<file path="src/verilog/fnmrf_cfg.svh">
// Constants for the fractional-N modulator, timer and control bits
`ifndef FNMRF_CFG_SVH
`define FNMRF_CFG_SVH
`define FNMRF_MOD_MIN 12'h002
`define FNMRF_MOD_MAX 12'hFFF
`define FNMRF_MOD_DITHER_MIN 12'h032
`define FNMRF_DIV_MIN 12'h001
`define FNMRF_TMR_OFF 2'h0
`define FNMRF_TMR_FAST 2'h1
`define FNMRF_TMR_RESYNC 2'h2
`define FNMRF_CP_BOOST 5'h10
`define FNMRF_LFSR_W 21
`define FNMRF_LFSR_SEED 21'h000001
`define FNMRF_SYNC_USE 2'h2
`define FNMRF_FAST_DIV 12'h008
`endif

</file>
<file path="src/verilog/fnmrf_pkg.sv">
// Types shared by both ends of the synthesizer control link
`default_nettype none
package fnmrf_pkg;
  typedef enum logic [1:0] {
    FNMRF_TM_OFF = 2'b00,
    FNMRF_TM_FAST = 2'b01,
    FNMRF_TM_RESYNC = 2'b10,
    FNMRF_TM_RSVD = 2'b11
  } fnmrf_tmode_t;
  typedef struct packed {
    logic [11:0] fractional_modulus;
    logic [11:0] fraction_numerator;
    logic [11:0] phase_word;
    logic [11:0] clk_div;
    logic [1:0] timer_mode;
    logic dither_en;
    logic phase_adjust;
    logic band_clk_high;
    logic antibacklash_3ns;
    logic [3:0] cp_current;
  } fnmrf_cfg_t;
endpackage
`default_nettype wire
</file>
<file path="src/verilog/fnmrf_if.sv">
// Link between host controller and synthesizer control logic
`timescale 1ns/1ps
`default_nettype none
interface fnmrf_if;
  import fnmrf_pkg::*;
  fnmrf_cfg_t cfg;
  logic latch_strobe;
  modport host (output cfg, output latch_strobe);
  modport dev (input cfg, input latch_strobe);
endinterface
`default_nettype wire

</file>
<file path="src/verilog/fnmrf_dev.sv">
// Device end: sigma-delta modulator, shared timer and control bits
`timescale 1ns/1ps
`default_nettype none
`include "fnmrf_cfg.svh"
module fnmrf_dev
  import fnmrf_pkg::*;
(
  input wire logic sys_clk, // System clock
  input wire logic rst, // Synchronous reset
  input wire logic pfd_en, // Comparison-rate enable pulse
  fnmrf_if.dev lnk, // Link from host
  output logic [3:0] sd_code, // Signed modulator code to N divider
  output logic [11:0] int_offset, // Phase step, 360 over modulus each
  output logic loop_filter_switch, // High: switch tied to analog_ground
  output logic [7:0] cp_setting, // Effective charge pump setting
  output logic sync_pulse, // One-cycle sync pulse
  output logic phase_realign, // Phase realignment strobe
  output logic band_sel_en, // VCO band selection allowed on load
  output logic band_clk_high, // High band-select clock mode
  output logic abp_3ns, // Antibacklash pulse 3 ns
  output logic fast_active // Wide-bandwidth interval running
);
  fnmrf_cfg_t cfg_q, cfg_d;
  logic [11:0] a1_q, a2_q, a3_q, a1_d, a2_d, a3_d;
  logic c1_q, c2_q, c3_q, c1_d, c2_d, c3_d;
  logic c2p_q, c3p_q, c3pp_q, c2p_d, c3p_d, c3pp_d;
  logic [`FNMRF_LFSR_W-1:0] lfsr_q, lfsr_d;
  logic [11:0] mcnt_q, mcnt_d, dcnt_q, dcnt_d;
  logic [1:0] nsync_q, nsync_d;
  logic [3:0] code_q, code_d;
  logic [11:0] off_q, off_d;
  logic sw_q, sw_d, sp_q, sp_d, ra_q, ra_d, fast_q, fast_d;
  logic [7:0] cp_q, cp_d;
  logic bs_q, bs_d, bch_q, bch_d, ab_q, ab_d;
  logic [11:0] modv, fraction_numerator_in;
  logic [12:0] s1, s2, s3;
  logic tick_end;
  fnmrf_tmode_t tm;

  // ************************************************************
  // Modulator
  // ************************************************************
  // Three cascaded accumulators with noise-shaped carry combination
  always_comb
  begin
    cfg_d = cfg_q;
    if (lnk.latch_strobe)
      cfg_d = lnk.cfg;
    modv = (cfg_q.fractional_modulus < `FNMRF_MOD_MIN) ? `FNMRF_MOD_MIN
                                                        : cfg_q.fractional_modulus;
    // Dither adds the LFSR lsb so the pattern stretches to 2^21 - 1 steps
    fraction_numerator_in = cfg_q.fraction_numerator;
    if (cfg_q.dither_en && lfsr_q[0] && fraction_numerator_in < modv - 12'h001)
      fraction_numerator_in = fraction_numerator_in + 12'h001;
    s1 = {1'b0, a1_q} + {1'b0, fraction_numerator_in};
    // Later stages take the residue of the stage before in the same step
    s2 = {1'b0, a2_q} + s1[12:0] - (s1 >= {1'b0, modv} ? {1'b0, modv} : 13'h0000);
    s3 = {1'b0, a3_q} + ((s2 >= {1'b0, modv}) ? s2 - {1'b0, modv} : s2);
    a1_d = a1_q;
    a2_d = a2_q;
    a3_d = a3_q;
    c1_d = c1_q;
    c2_d = c2_q;
    c3_d = c3_q;
    c2p_d = c2p_q;
    c3p_d = c3p_q;
    c3pp_d = c3pp_q;
    lfsr_d = lfsr_q;
    code_d = code_q;
    if (lnk.latch_strobe)
    begin
      // Seed from phase word; sequence pattern depends on it
      a1_d = lnk.cfg.phase_word;
      a2_d = 12'h000;
      a3_d = 12'h000;
      {c1_d, c2_d, c3_d, c2p_d, c3p_d, c3pp_d} = 6'h00;
      lfsr_d = `FNMRF_LFSR_SEED;
    end
    else if (pfd_en)
    begin
      // One step per comparison cycle; repeat length set by modulus
      c1_d = (s1 >= {1'b0, modv});
      a1_d = c1_d ? 12'(s1 - {1'b0, modv}) : s1[11:0];
      c2_d = (s2 >= {1'b0, modv});
      a2_d = c2_d ? 12'(s2 - {1'b0, modv}) : s2[11:0];
      c3_d = (s3 >= {1'b0, modv});
      a3_d = c3_d ? 12'(s3 - {1'b0, modv}) : s3[11:0];
      c2p_d = c2_q;
      c3p_d = c3_q;
      c3pp_d = c3p_q;
      // MASH 1-1-1 output: c1 + (c2 - c2') + (c3 - 2c3' + c3'')
      code_d = 4'({3'b000, c1_q} + {3'b000, c2_q} - {3'b000, c2p_q} + {3'b000, c3_q}
               - {2'b00, c3p_q, 1'b0} + {3'b000, c3pp_q});
      lfsr_d = {lfsr_q[`FNMRF_LFSR_W-2:0], lfsr_q[20] ^ lfsr_q[18]};
    end
  end

  // Register modulator state
  always_ff @(posedge sys_clk)
  begin
    if (rst)
    begin
      cfg_q <= '0;
      a1_q <= 12'h000;
      a2_q <= 12'h000;
      a3_q <= 12'h000;
      {c1_q, c2_q, c3_q, c2p_q, c3p_q, c3pp_q} <= 6'h00;
      lfsr_q <= `FNMRF_LFSR_SEED;
      code_q <= 4'h0;
    end
    else
    begin
      cfg_q <= cfg_d;
      a1_q <= a1_d;
      a2_q <= a2_d;
      a3_q <= a3_d;
      {c1_q, c2_q, c3_q, c2p_q, c3p_q, c3pp_q} <= {c1_d, c2_d, c3_d, c2p_d, c3p_d, c3pp_d};
      lfsr_q <= lfsr_d;
      code_q <= code_d;
    end
  end

  // ************************************************************
  // Shared timer and control bits
  // ************************************************************
  // Counts modulus cycles per divider tick, divider ticks per interval
  always_comb
  begin
    tm = fnmrf_tmode_t'(cfg_q.timer_mode);
    tick_end = pfd_en && mcnt_q >= modv - 12'h001
               && dcnt_q >= ((cfg_q.clk_div < `FNMRF_DIV_MIN) ? `FNMRF_DIV_MIN
                                                                : cfg_q.clk_div) - 12'h001;
    mcnt_d = mcnt_q;
    dcnt_d = dcnt_q;
    nsync_d = nsync_q;
    fast_d = fast_q;
    sp_d = 1'b0;
    ra_d = 1'b0;
    if (lnk.latch_strobe)
    begin
      mcnt_d = 12'h000;
      dcnt_d = 12'h000;
      nsync_d = 2'h0;
      fast_d = (lnk.cfg.timer_mode == `FNMRF_TMR_FAST);
    end
    else if (tm == FNMRF_TM_FAST || tm == FNMRF_TM_RESYNC)
    begin
      if (pfd_en)
      begin
        mcnt_d = (mcnt_q >= modv - 12'h001) ? 12'h000 : mcnt_q + 12'h001;
        if (mcnt_q >= modv - 12'h001)
          dcnt_d = tick_end ? 12'h000 : dcnt_q + 12'h001;
      end
      if (tick_end && tm == FNMRF_TM_FAST)
        fast_d = 1'b0;
      if (tick_end && tm == FNMRF_TM_RESYNC)
      begin
        sp_d = 1'b1;
        if (nsync_q != `FNMRF_SYNC_USE)
          nsync_d = nsync_q + 2'h1;
        ra_d = (nsync_q == `FNMRF_SYNC_USE - 2'h1);
      end
    end
    else
      fast_d = 1'b0;
    sw_d = fast_d;
    cp_d = fast_d ? 8'({4'h0, cfg_q.cp_current} * `FNMRF_CP_BOOST)
                  : {4'h0, cfg_q.cp_current};
    bs_d = !cfg_q.phase_adjust;
    bch_d = cfg_q.band_clk_high;
    ab_d = cfg_q.antibacklash_3ns;
    off_d = (cfg_q.phase_word < modv) ? cfg_q.phase_word : 12'h000;
  end

  // Register timer and control outputs
  always_ff @(posedge sys_clk)
  begin
    if (rst)
    begin
      mcnt_q <= 12'h000;
      dcnt_q <= 12'h000;
      nsync_q <= 2'h0;
      {fast_q, sw_q, sp_q, ra_q, bs_q, bch_q, ab_q} <= 7'h00;
      cp_q <= 8'h00;
      off_q <= 12'h000;
    end
    else
    begin
      mcnt_q <= mcnt_d;
      dcnt_q <= dcnt_d;
      nsync_q <= nsync_d;
      {fast_q, sw_q, sp_q, ra_q, bs_q, bch_q, ab_q} <= {fast_d, sw_d, sp_d, ra_d, bs_d, bch_d, ab_d};
      cp_q <= cp_d;
      off_q <= off_d;
    end
  end

  assign sd_code = code_q;
  assign int_offset = off_q;
  assign loop_filter_switch = sw_q;
  assign cp_setting = cp_q;
  assign sync_pulse = sp_q;
  assign phase_realign = ra_q;
  assign band_sel_en = bs_q;
  assign band_clk_high = bch_q;
  assign abp_3ns = ab_q;
  assign fast_active = fast_q;
endmodule
`default_nettype wire

</file>
<file path="src/flat_wrapper.sv">
// flat-port wrapper written by rule: the top's interface ports become plain ports
module fnmrf_dev_flat import fnmrf_pkg::*;
  (sys_clk, rst, pfd_en, sd_code, int_offset, loop_filter_switch, cp_setting, sync_pulse, phase_realign, band_sel_en, band_clk_high, abp_3ns, fast_active, lnk_cfg, lnk_latch_strobe);
  fnmrf_if lnk_i ();
  input wire logic sys_clk;
  input wire logic rst;
  input wire logic pfd_en;
  output logic [3:0] sd_code;
  output logic [11:0] int_offset;
  output logic loop_filter_switch;
  output logic [7:0] cp_setting;
  output logic sync_pulse;
  output logic phase_realign;
  output logic band_sel_en;
  output logic band_clk_high;
  output logic abp_3ns;
  output logic fast_active;
  input wire logic [$bits(lnk_i.cfg)-1:0] lnk_cfg;
  input wire logic [$bits(lnk_i.latch_strobe)-1:0] lnk_latch_strobe;
  assign lnk_i.cfg = lnk_cfg;
  assign lnk_i.latch_strobe = lnk_latch_strobe;
  fnmrf_dev u_core (.sys_clk(sys_clk), .rst(rst), .pfd_en(pfd_en), .lnk(lnk_i), .sd_code(sd_code), .int_offset(int_offset), .loop_filter_switch(loop_filter_switch), .cp_setting(cp_setting), .sync_pulse(sync_pulse), .phase_realign(phase_realign), .band_sel_en(band_sel_en), .band_clk_high(band_clk_high), .abp_3ns(abp_3ns), .fast_active(fast_active));
endmodule
</file>
<file path="config.mk">
export PLATFORM = sky130hd
export DESIGN_NAME = fnmrf_dev_flat
export DESIGN_NICKNAME = d
export VERILOG_FILES = /design/src/verilog/fnmrf_pkg.sv /design/src/verilog/fnmrf_if.sv /design/src/verilog/fnmrf_dev.sv /design/src/flat_wrapper.sv
export VERILOG_INCLUDE_DIRS = /design/src /design/src/verilog
export SDC_FILE = /design/constraint.sdc
export NUM_CORES = 1
export LEC_CHECK = 0
export ABC_AREA = 0
export CAP_MARGIN = 20
export CELL_PAD_IN_SITES_DETAIL_PLACEMENT = 0
export CELL_PAD_IN_SITES_GLOBAL_PLACEMENT = 1
export CORE_UTILIZATION = 40
export DETAILED_ROUTE_END_ITERATION = 7
export DONT_BUFFER_PORTS = 1
export PLACE_DENSITY = 0.68
export SYNTH_ARGS = -nofsm -noshare
export SYNTH_HDL_FRONTEND = slang
export SYNTH_SLANG_ARGS = --single-unit
</file>
<file path="constraint.sdc">
create_clock -name sys_clk -period 24.6 [get_ports sys_clk]
set_input_delay 3.69 -clock sys_clk [delete_from_list [all_inputs] [get_ports sys_clk]]
set_output_delay 3.69 -clock sys_clk [all_outputs]
set_load 0.01 [all_outputs]
</file>
; ---- After elaboration in Yosys (flattened, before gate mapping)
; Index checks and enable logic that the tools add are counted.
[word_totals]
elab_cells = 106
out_inout_bits = 31
regBits = 177
input_bits = 62
[classes]
eq_ne = 5
muxes = 16
reduce_logical = 19
addsub = 18
bitwise = 6
magnitude_cmp = 9
[ops]
columns = cell, count
row1 = $mux 12, 11
row2 = $ge 13x12->1, 3
row3 = $add 12x1->12 const B, 3
row4 = $add 12x13->13, 2
row5 = $ge 12x12->1, 2
row6 = $lt 12x12->1, 2
row7 = $sub 12x1->12 const B, 2
row8 = $sub 12x12->12, 2
row9 = $add 12x12->13, 1
row10 = $mux 13, 1
row11 = $sub 13x12->13, 1
row12 = $sub 13x13->13, 1
row13 = $lt 12x1->1 const B, 1
row14 = $lt 12x2->1 const B, 1
row15 = $add 4x1->4, 2
row16 = $reduce_or 2->1, 4
row17 = $eq 2x1->1 const B, 3
row18 = $logic_and 1x1->1, 6
row19 = $reduce_and 3->1, 2
row20 = $not 1->1, 5
row21 = $mux 1, 4
row22 = $reduce_and 2->1, 2
row23 = $reduce_or 4->1, 1
row24 = $sub 4x1->4, 1
row25 = other kinds (10), 10

; ---- Logic depth before layout (Yosys ltp)
; Gate-level depths: netlist of run 1.
[logic_depth]
word_depth = 15
mapped_depth = 74
ltp_nobuf = 68

; ---- Worst setup path after synthesis of run 1
; OpenSTA, ideal clock, no wires.
[synth_timing]
kind = register -> register
from = register u_core.cfg_q[52] (netlist name)
to = register u_core.a3_q[3]
setup_time_ns = 0.132
arrival_time_ns = 14.158
path_stages_with_launch = 69
path_slack_ns = 10.309
synth_period_minus_slack_ns = 14.291
required_time_ns = 24.468
path_cell_list = dfxtp_1 buf_6 or4_4 nor2_1 a41o_1 inv_1 ha_1 xnor2_1 ha_1 o211a_1 a221oi_1 o22ai_1 o221ai_2 nand3_1 maj3_2 a211oi_2 buf_4 xor2_1 [... 33 more ...] ha_1 a21o_1 a21oi_1 nor2b_1 o41ai_1 o21ai_0 o41ai_1 xnor2_1 ha_1 a21o_1 a211o_1 nor3_1 o211ai_1 a21boi_0 nor2_2 buf_6 a31oi_1 a21oi_1
[synth_via]
elab_chain_len = 15
elab_cells_between_ends = 18
classes_between = add/sub: 7 / order compare: 5 / mux: 5 / reduce/logical: 1
[synth_lines]
columns = item, line_no
row1 = "start, declared", fnmrf_dev.sv:23  ; fnmrf_cfg_t cfg_q, cfg_d;
row2 = "start signal, assigned", fnmrf_dev.sv:113  ; cfg_q <= cfg_d;
row3 = $lt 12x2->1 (no source line), n/a
row4 = $mux 12 (*), fnmrf_dev.sv:49  ; modv = (cfg_q.fractional_modulus < `FNMRF_MOD_MIN) ? `FNMRF_MOD_MIN
row5 = $sub 12x1->12, fnmrf_dev.sv:53  ; if (cfg_q.dither_en && lfsr_q[0] && fraction_numerator_in < modv - 12'h001)
row6 = $lt 12x12->1, fnmrf_dev.sv:53
row7 = $logic_and 1x1->1, fnmrf_dev.sv:53
row8 = $mux 12, fnmrf_dev.sv:53
row9 = $add 12x12->13, fnmrf_dev.sv:55  ; s1 = {1'b0, a1_q} + {1'b0, fraction_numerator_in};
row10 = $ge 13x12->1, fnmrf_dev.sv:57  ; s2 = {1'b0, a2_q} + s1[12:0] - (s1 >= {1'b0, modv} ? {1'b0, modv} : 13'h0000);
row11 = $mux 12, fnmrf_dev.sv:57
row12 = $sub 13x13->13, fnmrf_dev.sv:57
row13 = $sub 13x12->13 / $ge 13x12->1 (equally long branches), fnmrf_dev.sv:58  ; s3 = {1'b0, a3_q} + ((s2 >= {1'b0, modv}) ? s2 - {1'b0, modv} : s2);
row14 = $mux 13, fnmrf_dev.sv:58
row15 = $add 12x13->13, fnmrf_dev.sv:58
row16 = $sub 12x12->12 / $ge 13x12->1 (equally long branches), "fnmrf_dev.sv:87, fnmrf_dev.sv:86"
row17 = $mux 12 (*), fnmrf_dev.sv:87  ; a3_d = c3_d ? 12'(s3 - {1'b0, modv}) : s3[11:0];
row18 = "end signal, assigned", fnmrf_dev.sv:106  ; a3_q <= 12'h000;
row19 = "end signal, assigned", fnmrf_dev.sv:116  ; a3_q <= a3_d;
row20 = "end, declared", fnmrf_dev.sv:24  ; logic [11:0] a1_q, a2_q, a3_q, a1_d, a2_d, a3_d;
; Mark *: on every way between the ends. The rest lies on a longest branch, timed or not.
; A chain may end at the register's enable or synchronous reset.

; ---- Worst setup path in the final report of run 1
[layout_timing]
from = register u_core.cfg_q[52] (netlist name)
to = register u_core.a3_q[4]
; The elaborated chain is that of the path after synthesis.

==> results of run 1 <==
metal layers:
layer / vias to the layer above / track usage (%) / part of all wire [%]
li1: 4753 / - / -
met3: 24 / 3.675 / 3.4
met4: 0 / 5.556 / 1.7
met2: 160 / 32.97 / 46
met5: - / 0 / 0
met1: 4419 / 28.77 / 49
worst min path at each step:
stage	depth (start not counted)	from	end
floorplan	1	u_core.cfg_q[6]	u_core.band_sel_en
global placement	1	u_core.cfg_q[6]	u_core.band_sel_en
detailed placement	1	u_core.cfg_q[6]	u_core.band_sel_en
CTS	1	u_core.cfg_q[6]	u_core.band_sel_en
global route	1	u_core.cfg_q[6]	u_core.band_sel_en
finish	1	u_core.cfg_q[6]	u_core.band_sel_en
registers in the layout (all words and copies together) (netlist names), 2 cells and up:
name	cells
u_core.sd_code	4
u_core.a1_q	12
u_core.mcnt_q	12
u_core.a3_q	12
u_core.tm	2
u_core.cp_setting	8
u_core.cfg_q	54
u_core.a2_q	12
u_core.dcnt_q	12
u_core.nsync_q	2
u_core.int_offset	12
u_core.lfsr_q	21
layout make-up:
cell class / instances / area share [%]
multi-input cells: 1059 / 61.67
flip-flops and latches: 177 / 27.56
well taps: 384 / 3.738
clock buffers: 18 / 3.416
inverters: 58 / 1.694
clock inverters: 13 / 1.528
repair buffers: 7 / 0.3893
logic make-up (layout without fill, tap and decap cells):
family	Yosys count	after routing	share of synthesized area, %
adders and majority gates	148	148	16.76
muxes	106	106	9.006
DFF	177	177	29.79
xor gates and xnor gates	102	102	7.638
and+or+nand+nor	417	417	17.10
AOI/OAI and AO/OA	286	286	16.14
buffers and inverters	106	96	3.566
critical path, delay by kind of cell (launching register included):
family | cells | cell delay, ns
XOR/XNOR | 4 | 0.81
AO/OA/AOI/OAI | 27 | 7.59
flip-flops | 1 | 0.38
adder cells (fa/ha/maj) | 10 | 3.41
multiplexers | 3 | 1.05
buffers and inverters | 3 | 0.54
AND/OR/NAND/NOR | 14 | 2.88
cells in the mapped netlist, drive strengths merged, types with 28 or more instances:
cell type / number / share of area [%]
dfxtp: 177 / 30
a21oi: 77 / 3.2
nand2: 60 / 1.9
o21ai: 41 / 1.7
inv: 57 / 1.8
mux2i: 98 / 8.2
ha: 128 / 13
xor2: 39 / 2.9
xnor2: 62 / 4.6
clkbuf: 32 / 1.0
nor2: 178 / 5.6
a21o: 28 / 1.8
stage by stage:
stage	instance area [um2]	std cells	utilization [%]	setup WS (ns)	hold slack, ns
2_1_floorplan	11890	1342	-	10.31	0.3918
3_3_place_gp	12210	1684	42.10	8.103	0.3968
3_5_place_dp	12210	1684	42.10	7.890	0.4032
4_1_cts	12850	1715	44.29	7.828	0.4237
5_1_grt	12850	1716	44.31	6.397	0.4420
6_report	12850	1716	44.31	7.804	0.4324
==> impl_metrics.toml, run 1 <==
[timing]
finClkSkew_ns = 0.02102
fin_crit_ns = 16.80
rsz0062_at_grt = "false"
period_share_pct = 68.28
hold_violations = 0
drv_slew = 0
finalSetupTns_ns = 0
max_freq_ghz = 0.05954
max_slew_margin_pct = 24.19
worstMarginPinSlew_ns = 1.133
final-setup-viol-count = 0

[routing]
drcViolationCount = 0
finalWirelength_um = 30820
vias_per_cell = 5.452
firstDrtPassIters = 5
antenna_left = 0
wire_per_inst_um = 17.96
drt_iter0_markers = 579
num_vias = 9356

[setup_path]
reg2reg_slack_ns = 7.80
reg2reg_to = "u_core.a3_q[4]"
end_kind = "register"
critPathLaunch = "u_core.cfg_q[52]"
crit_path_end = "u_core.a3_q[4]"
critPathRequiredTime_ns = 24.92
worst_setup_path_start_kind = "register"
r2r_cells = 61
slowest_delay_ns = 0.68
slowest_stage = "o41ai_2"
worstSetupPathType = "reg2reg"
r2r_start = "u_core.cfg_q[52]"
arrival_ns = 17.12
cp_max_fo = 15
crit_top_cell = "ha_1"

[floorplanning]
num_rows = 62
core_mm2 = 0.02901
start_util_pct = 40.99
pin_count = 93
chipWidth_um = 174.4
dieHeight_um = 174.4
die_area_mm2 = 0.03043

[cts]
ctsLongestPathBuffers = 2
clock_latency_ns = 0.45
cts_made_buffers = 17
cts.sinks = 177
cts.htree.levels = 4
ctsResizeCount = 0
root_buffer = "clkbuf_16"
holdBufCountCts = 0
tritoncts = "yes"
clk_pin_slew_ns = 0.07
post_cts_buffers = 0

[logic_synthesis]
synth_seq_cells = 177
syn_area_mm2 = 0.01189
synth_edf_count = 0
synthFlopType = "dfxtp_1"
yosys_warnings = 0
synth_seq_area_share_pct = 29.79
synthArstFlopShare_pct = 0
synth_nets = 1551
syn-mean-instance-area_um2 = 8.862
synth_cell_types = 80
syn_inst = 1342

[layout]
multi_input_area_mm2 = 0.007928
diodes = 0
ff_latch_area_mm2 = 0.003543
final_cell_mix = "dfxtp_1 (177), nor2_1 (176), ha_1 (128), mux2i_1 (98), a21oi_1 (77)"
fillers = 2907
final_nets = 1529
areaGrowthSynthToFinish_pct = 8.090
drive_gt1_share_pct = 5.255
layout_commonest_cell = "dfxtp_1"

[global_route]
grt_pass1_vias = 9005
antenna_found_initial = 0
track_usage_pct = 20.77
gr-total-overflow = 0
grt_pass1_wl_um = 49550
grt_start_max_net_pins = 84

[place]
port_buffers = 0
gp_congestion = 0.8564
dpl.hpwl_um = 23510

[min_path]
hp-class = "reg2reg"

[job]
cap_violations = 0

[run_status]
status = "finished clean"
Power of run 1 is not shown: default switching activity piles up to over one toggle a cycle in this logic, so the estimate is an artifact.
==> run 2, diff against run 1 <==
--- a/config.mk
+++ b/config.mk
@@ -6,14 +6,14 @@
 export SDC_FILE = /design/constraint.sdc
 export NUM_CORES = 1
 export LEC_CHECK = 0
-export ABC_AREA = 0
+export ABC_AREA = 1
 export CAP_MARGIN = 20
 export CELL_PAD_IN_SITES_DETAIL_PLACEMENT = 0
 export CELL_PAD_IN_SITES_GLOBAL_PLACEMENT = 1
 export CORE_UTILIZATION = 40
 export DETAILED_ROUTE_END_ITERATION = 7
 export DONT_BUFFER_PORTS = 1
-export PLACE_DENSITY = 0.68
+export PLACE_DENSITY = 0.74
 export SYNTH_ARGS = -nofsm -noshare
 export SYNTH_HDL_FRONTEND = slang
 export SYNTH_SLANG_ARGS = --single-unit
==> constraint.sdc (replaced) <==
create_clock -name sys_clk -period 15 [get_ports sys_clk]
set_input_delay 2.25 -clock sys_clk [delete_from_list [all_inputs] [get_ports sys_clk]]
set_output_delay 2.25 -clock sys_clk [all_outputs]
set_load 0.01 [all_outputs]
==> run 2 against run 1 <==
  * Flip-flop and latch count unchanged
  * Via count rose by 17%
  * Register-to-register slack got worse by 6.6 ns
  * Highest routed layer is now met5
  * Synthesized area increased by 2.8%
  * Utilization decreased by 0.17 points
  * Maximum frequency grew 21%
  * Worst hold slack got worse by 0.036 ns
  * Global-route usage is 2.6 points higher
  * Critical path depth increased by 12
  * Largest cell class unchanged
  * First-iteration DRC count increased by 44%
==> impl_metrics.toml, run 2 <==
[run_status]
status = "finished clean"

[logic_synthesis]
yosys.area.top_type = "dfxtp_1"
synthArstFlopShare_pct = 0
synth_nets = 1922
synth_common_cells = "nand2_1 (322), inv_1 (203), nor2_1 (188)"
synth_area_leaders = "dfxtp_1 (29%), ha_1 (13%), nand2_1 (9.9%)"
syn_area_mm2 = 0.01223
synth_edf_count = 0
yosys.area.top_type_share_pct = 28.98
yosys_warnings = 0
syn_inst = 1713
synthFlopType = "dfxtp_1"
synth_seq_area_share_pct = 28.98
syn-mean-instance-area_um2 = 7.138
synth_seq_cells = 177
synth_most_common_cell = "nand2_1"
synth_cell_types = 50

[setup_path]
r2r_cells = 73
reg2reg_slack_ns = 1.17
critPathLaunch = "u_core.cfg_q[52]"
slowest_stage = "fa_1"
crit_path_end = "u_core.a3_q[11]"
worstSetupPathType = "reg2reg"
cp_max_fo = 23
critPathRequiredTime_ns = 15.40
reg2reg_to = "u_core.a3_q[11]"
worst_setup_path_start_kind = "register"
arrival_ns = 14.23
slowest_delay_ns = 0.48
end_kind = "register"
crit_top_cell = "nand2_1"
r2r_start = "u_core.cfg_q[52]"

[cts]
tritoncts = "yes"
ctsLongestPathBuffers = 2
cts_made_buffers = 17
root_buffer = "clkbuf_16"
clk_pin_slew_ns = 0.07
cts.sinks = 177
clock_latency_ns = 0.46
cts.htree.levels = 4
holdBufCountCts = 0

[layout]
final_nets = 1900
drive_gt1_share_pct = 4.871
areaGrowthSynthToFinish_pct = 7.827
largest_register = "u_core.cfg_q"
largest_register_ffs = 54
final_cell_mix = "nand2_1 (322), inv_1 (200), nor2_1 (187), dfxtp_1 (177), a21oi_1 (157)"
reg.largest.list = "u_core.cfg_q x54, u_core.lfsr_q x21"
fin_util_pct = 44.13
fillers = 3121
layout_commonest_cell = "nand2_1"
final_cell_area_mm2 = 0.01319

[timing]
finClkSkew_ns = 0.02259
max_slew_margin_pct = 37.85
fin_hold_ws_ns = 0.3969
rsz0062_at_grt = "false"
hold_violations = 0
drv_slew = 0
fin_crit_ns = 13.83
final-setup-viol-count = 0
period_share_pct = 92.22
finalSetupTns_ns = 0
max_freq_ghz = 0.07229
worstMarginPinSlew_ns = 0.9288

[routing]
drt_iter0_markers = 831
antenna_left = 0
vias_per_cell = 5.228
finalWirelength_um = 35680
firstDrtPassIters = 7
wire_per_inst_um = 17.01
drcViolationCount = 0
num_vias = 10964

[global_route]
grt_pass1_wl_um = 55940
track_usage_pct = 23.41
grt_pass1_vias = 10171
antenna_found_initial = 6
grt_start_max_net_pins = 80
gr-total-overflow = 0

[place]
port_buffers = 0
gp_congestion = 0.9333
dpl.hpwl_um = 27460
postPlaceCellArea_mm2 = 0.01253

[floorplanning]
num_rows = 63
chipWidth_um = 176.8
pin_count = 93
die_area_mm2 = 0.03127
core_mm2 = 0.02987
start_util_pct = 40.93
dieHeight_um = 176.8

[job]
cap_violations = 0

[min_path]
hp-class = "reg2reg"
-- run 2: cell count changes after synthesis, sizes merged, moves of 16 or more --
cell    change
nand2     +267
inv       +152
mux2i      -98
a21oi      +82
o21ai      +79
nand3      +54
xnor2      -34
xor2       +32
and2       -25
a21o       -19
a211oi     -18
o21a       -17
and3       -16
nor2       +16
-- run 2: kinds of logic (layout without fill, tap and decap cells) --
kind of cell	after synthesis	count (layout)	share of synthesized area, %
and+or+nand+nor	670	670	23.32
AOI/OAI and AO/OA	353	353	15.88
buffers and inverters	267	258	8.462
DFF	177	177	28.98
adders and majority gates	147	147	16.21
xor gates and xnor gates	99	99	7.152
other	0	3	0
-- run 2: routing by layer --
layer  vias to the layer above  part of all wire [%]  global-route usage, %
met5                         -                  0.11                      0
met4                         6                   2.3                  7.256
met3                        48                   4.9                  4.961
met2                       220                    43                  35.92
met1                      5070                    50                  32.57
li1                       5620                     -                      -
-- run 2: area by class of cell --
class	instances	area, um2	area share, %
Inverter	212	803.3	6.092
Clock inverter	11	106.4	0.8066
Tap cell	390	488.0	3.701
Antenna cell	3	7.507	0.05694
Sequential cell	177	3543	26.87
Multi-Input combinational cell	1269	7671	58.18
Timing Repair Buffer	14	105.1	0.7971
Clock buffer	21	460.4	3.492
-- run 2: critical path, delay by kind of cell (launching register included) --
kind                     cells  cell delay [ns]
flip-flops                   1             0.36
AO/OA/AOI/OAI               17             3.16
adder cells (fa/ha/maj)     11             3.68
buffers and inverters       11             1.47
XOR/XNOR                     4             1.10
AND/OR/NAND/NOR             30             3.98
-- run 2: through the flow --
stage / setup slack, ns / cells
floorplan: 3.177 / 1713
global placement: 1.091 / 2055
detailed placement: 0.8042 / 2055
CTS: 0.7549 / 2087
global route: 0.1139 / 2095
finish: 1.167 / 2097
-- run 2: worst min path at each step --
stage	startpoint	end	slack, ns	cells after the start
3_3_place_gp	u_core.cfg_q[6]	u_core.band_sel_en	0.41	1
5_1_grt	u_core.cfg_q[6]	u_core.band_sel_en	0.41	1
4_1_cts	u_core.cfg_q[6]	u_core.band_sel_en	0.40	1
2_1_floorplan	u_core.cfg_q[6]	u_core.band_sel_en	0.39	1
6_report	u_core.cfg_q[6]	u_core.band_sel_en	0.40	1
3_5_place_dp	u_core.cfg_q[6]	u_core.band_sel_en	0.40	1
-- run 2: what timing repair did --
| action | 4_1_cts | 5_1_grt |
|---|---|---|
| buffers inserted | 0 | 7 |
| gates resized for setup | 0 | 9 |
| setup endpoints to repair | 0 | 13 |
Power of run 2 is left out for the same reason.
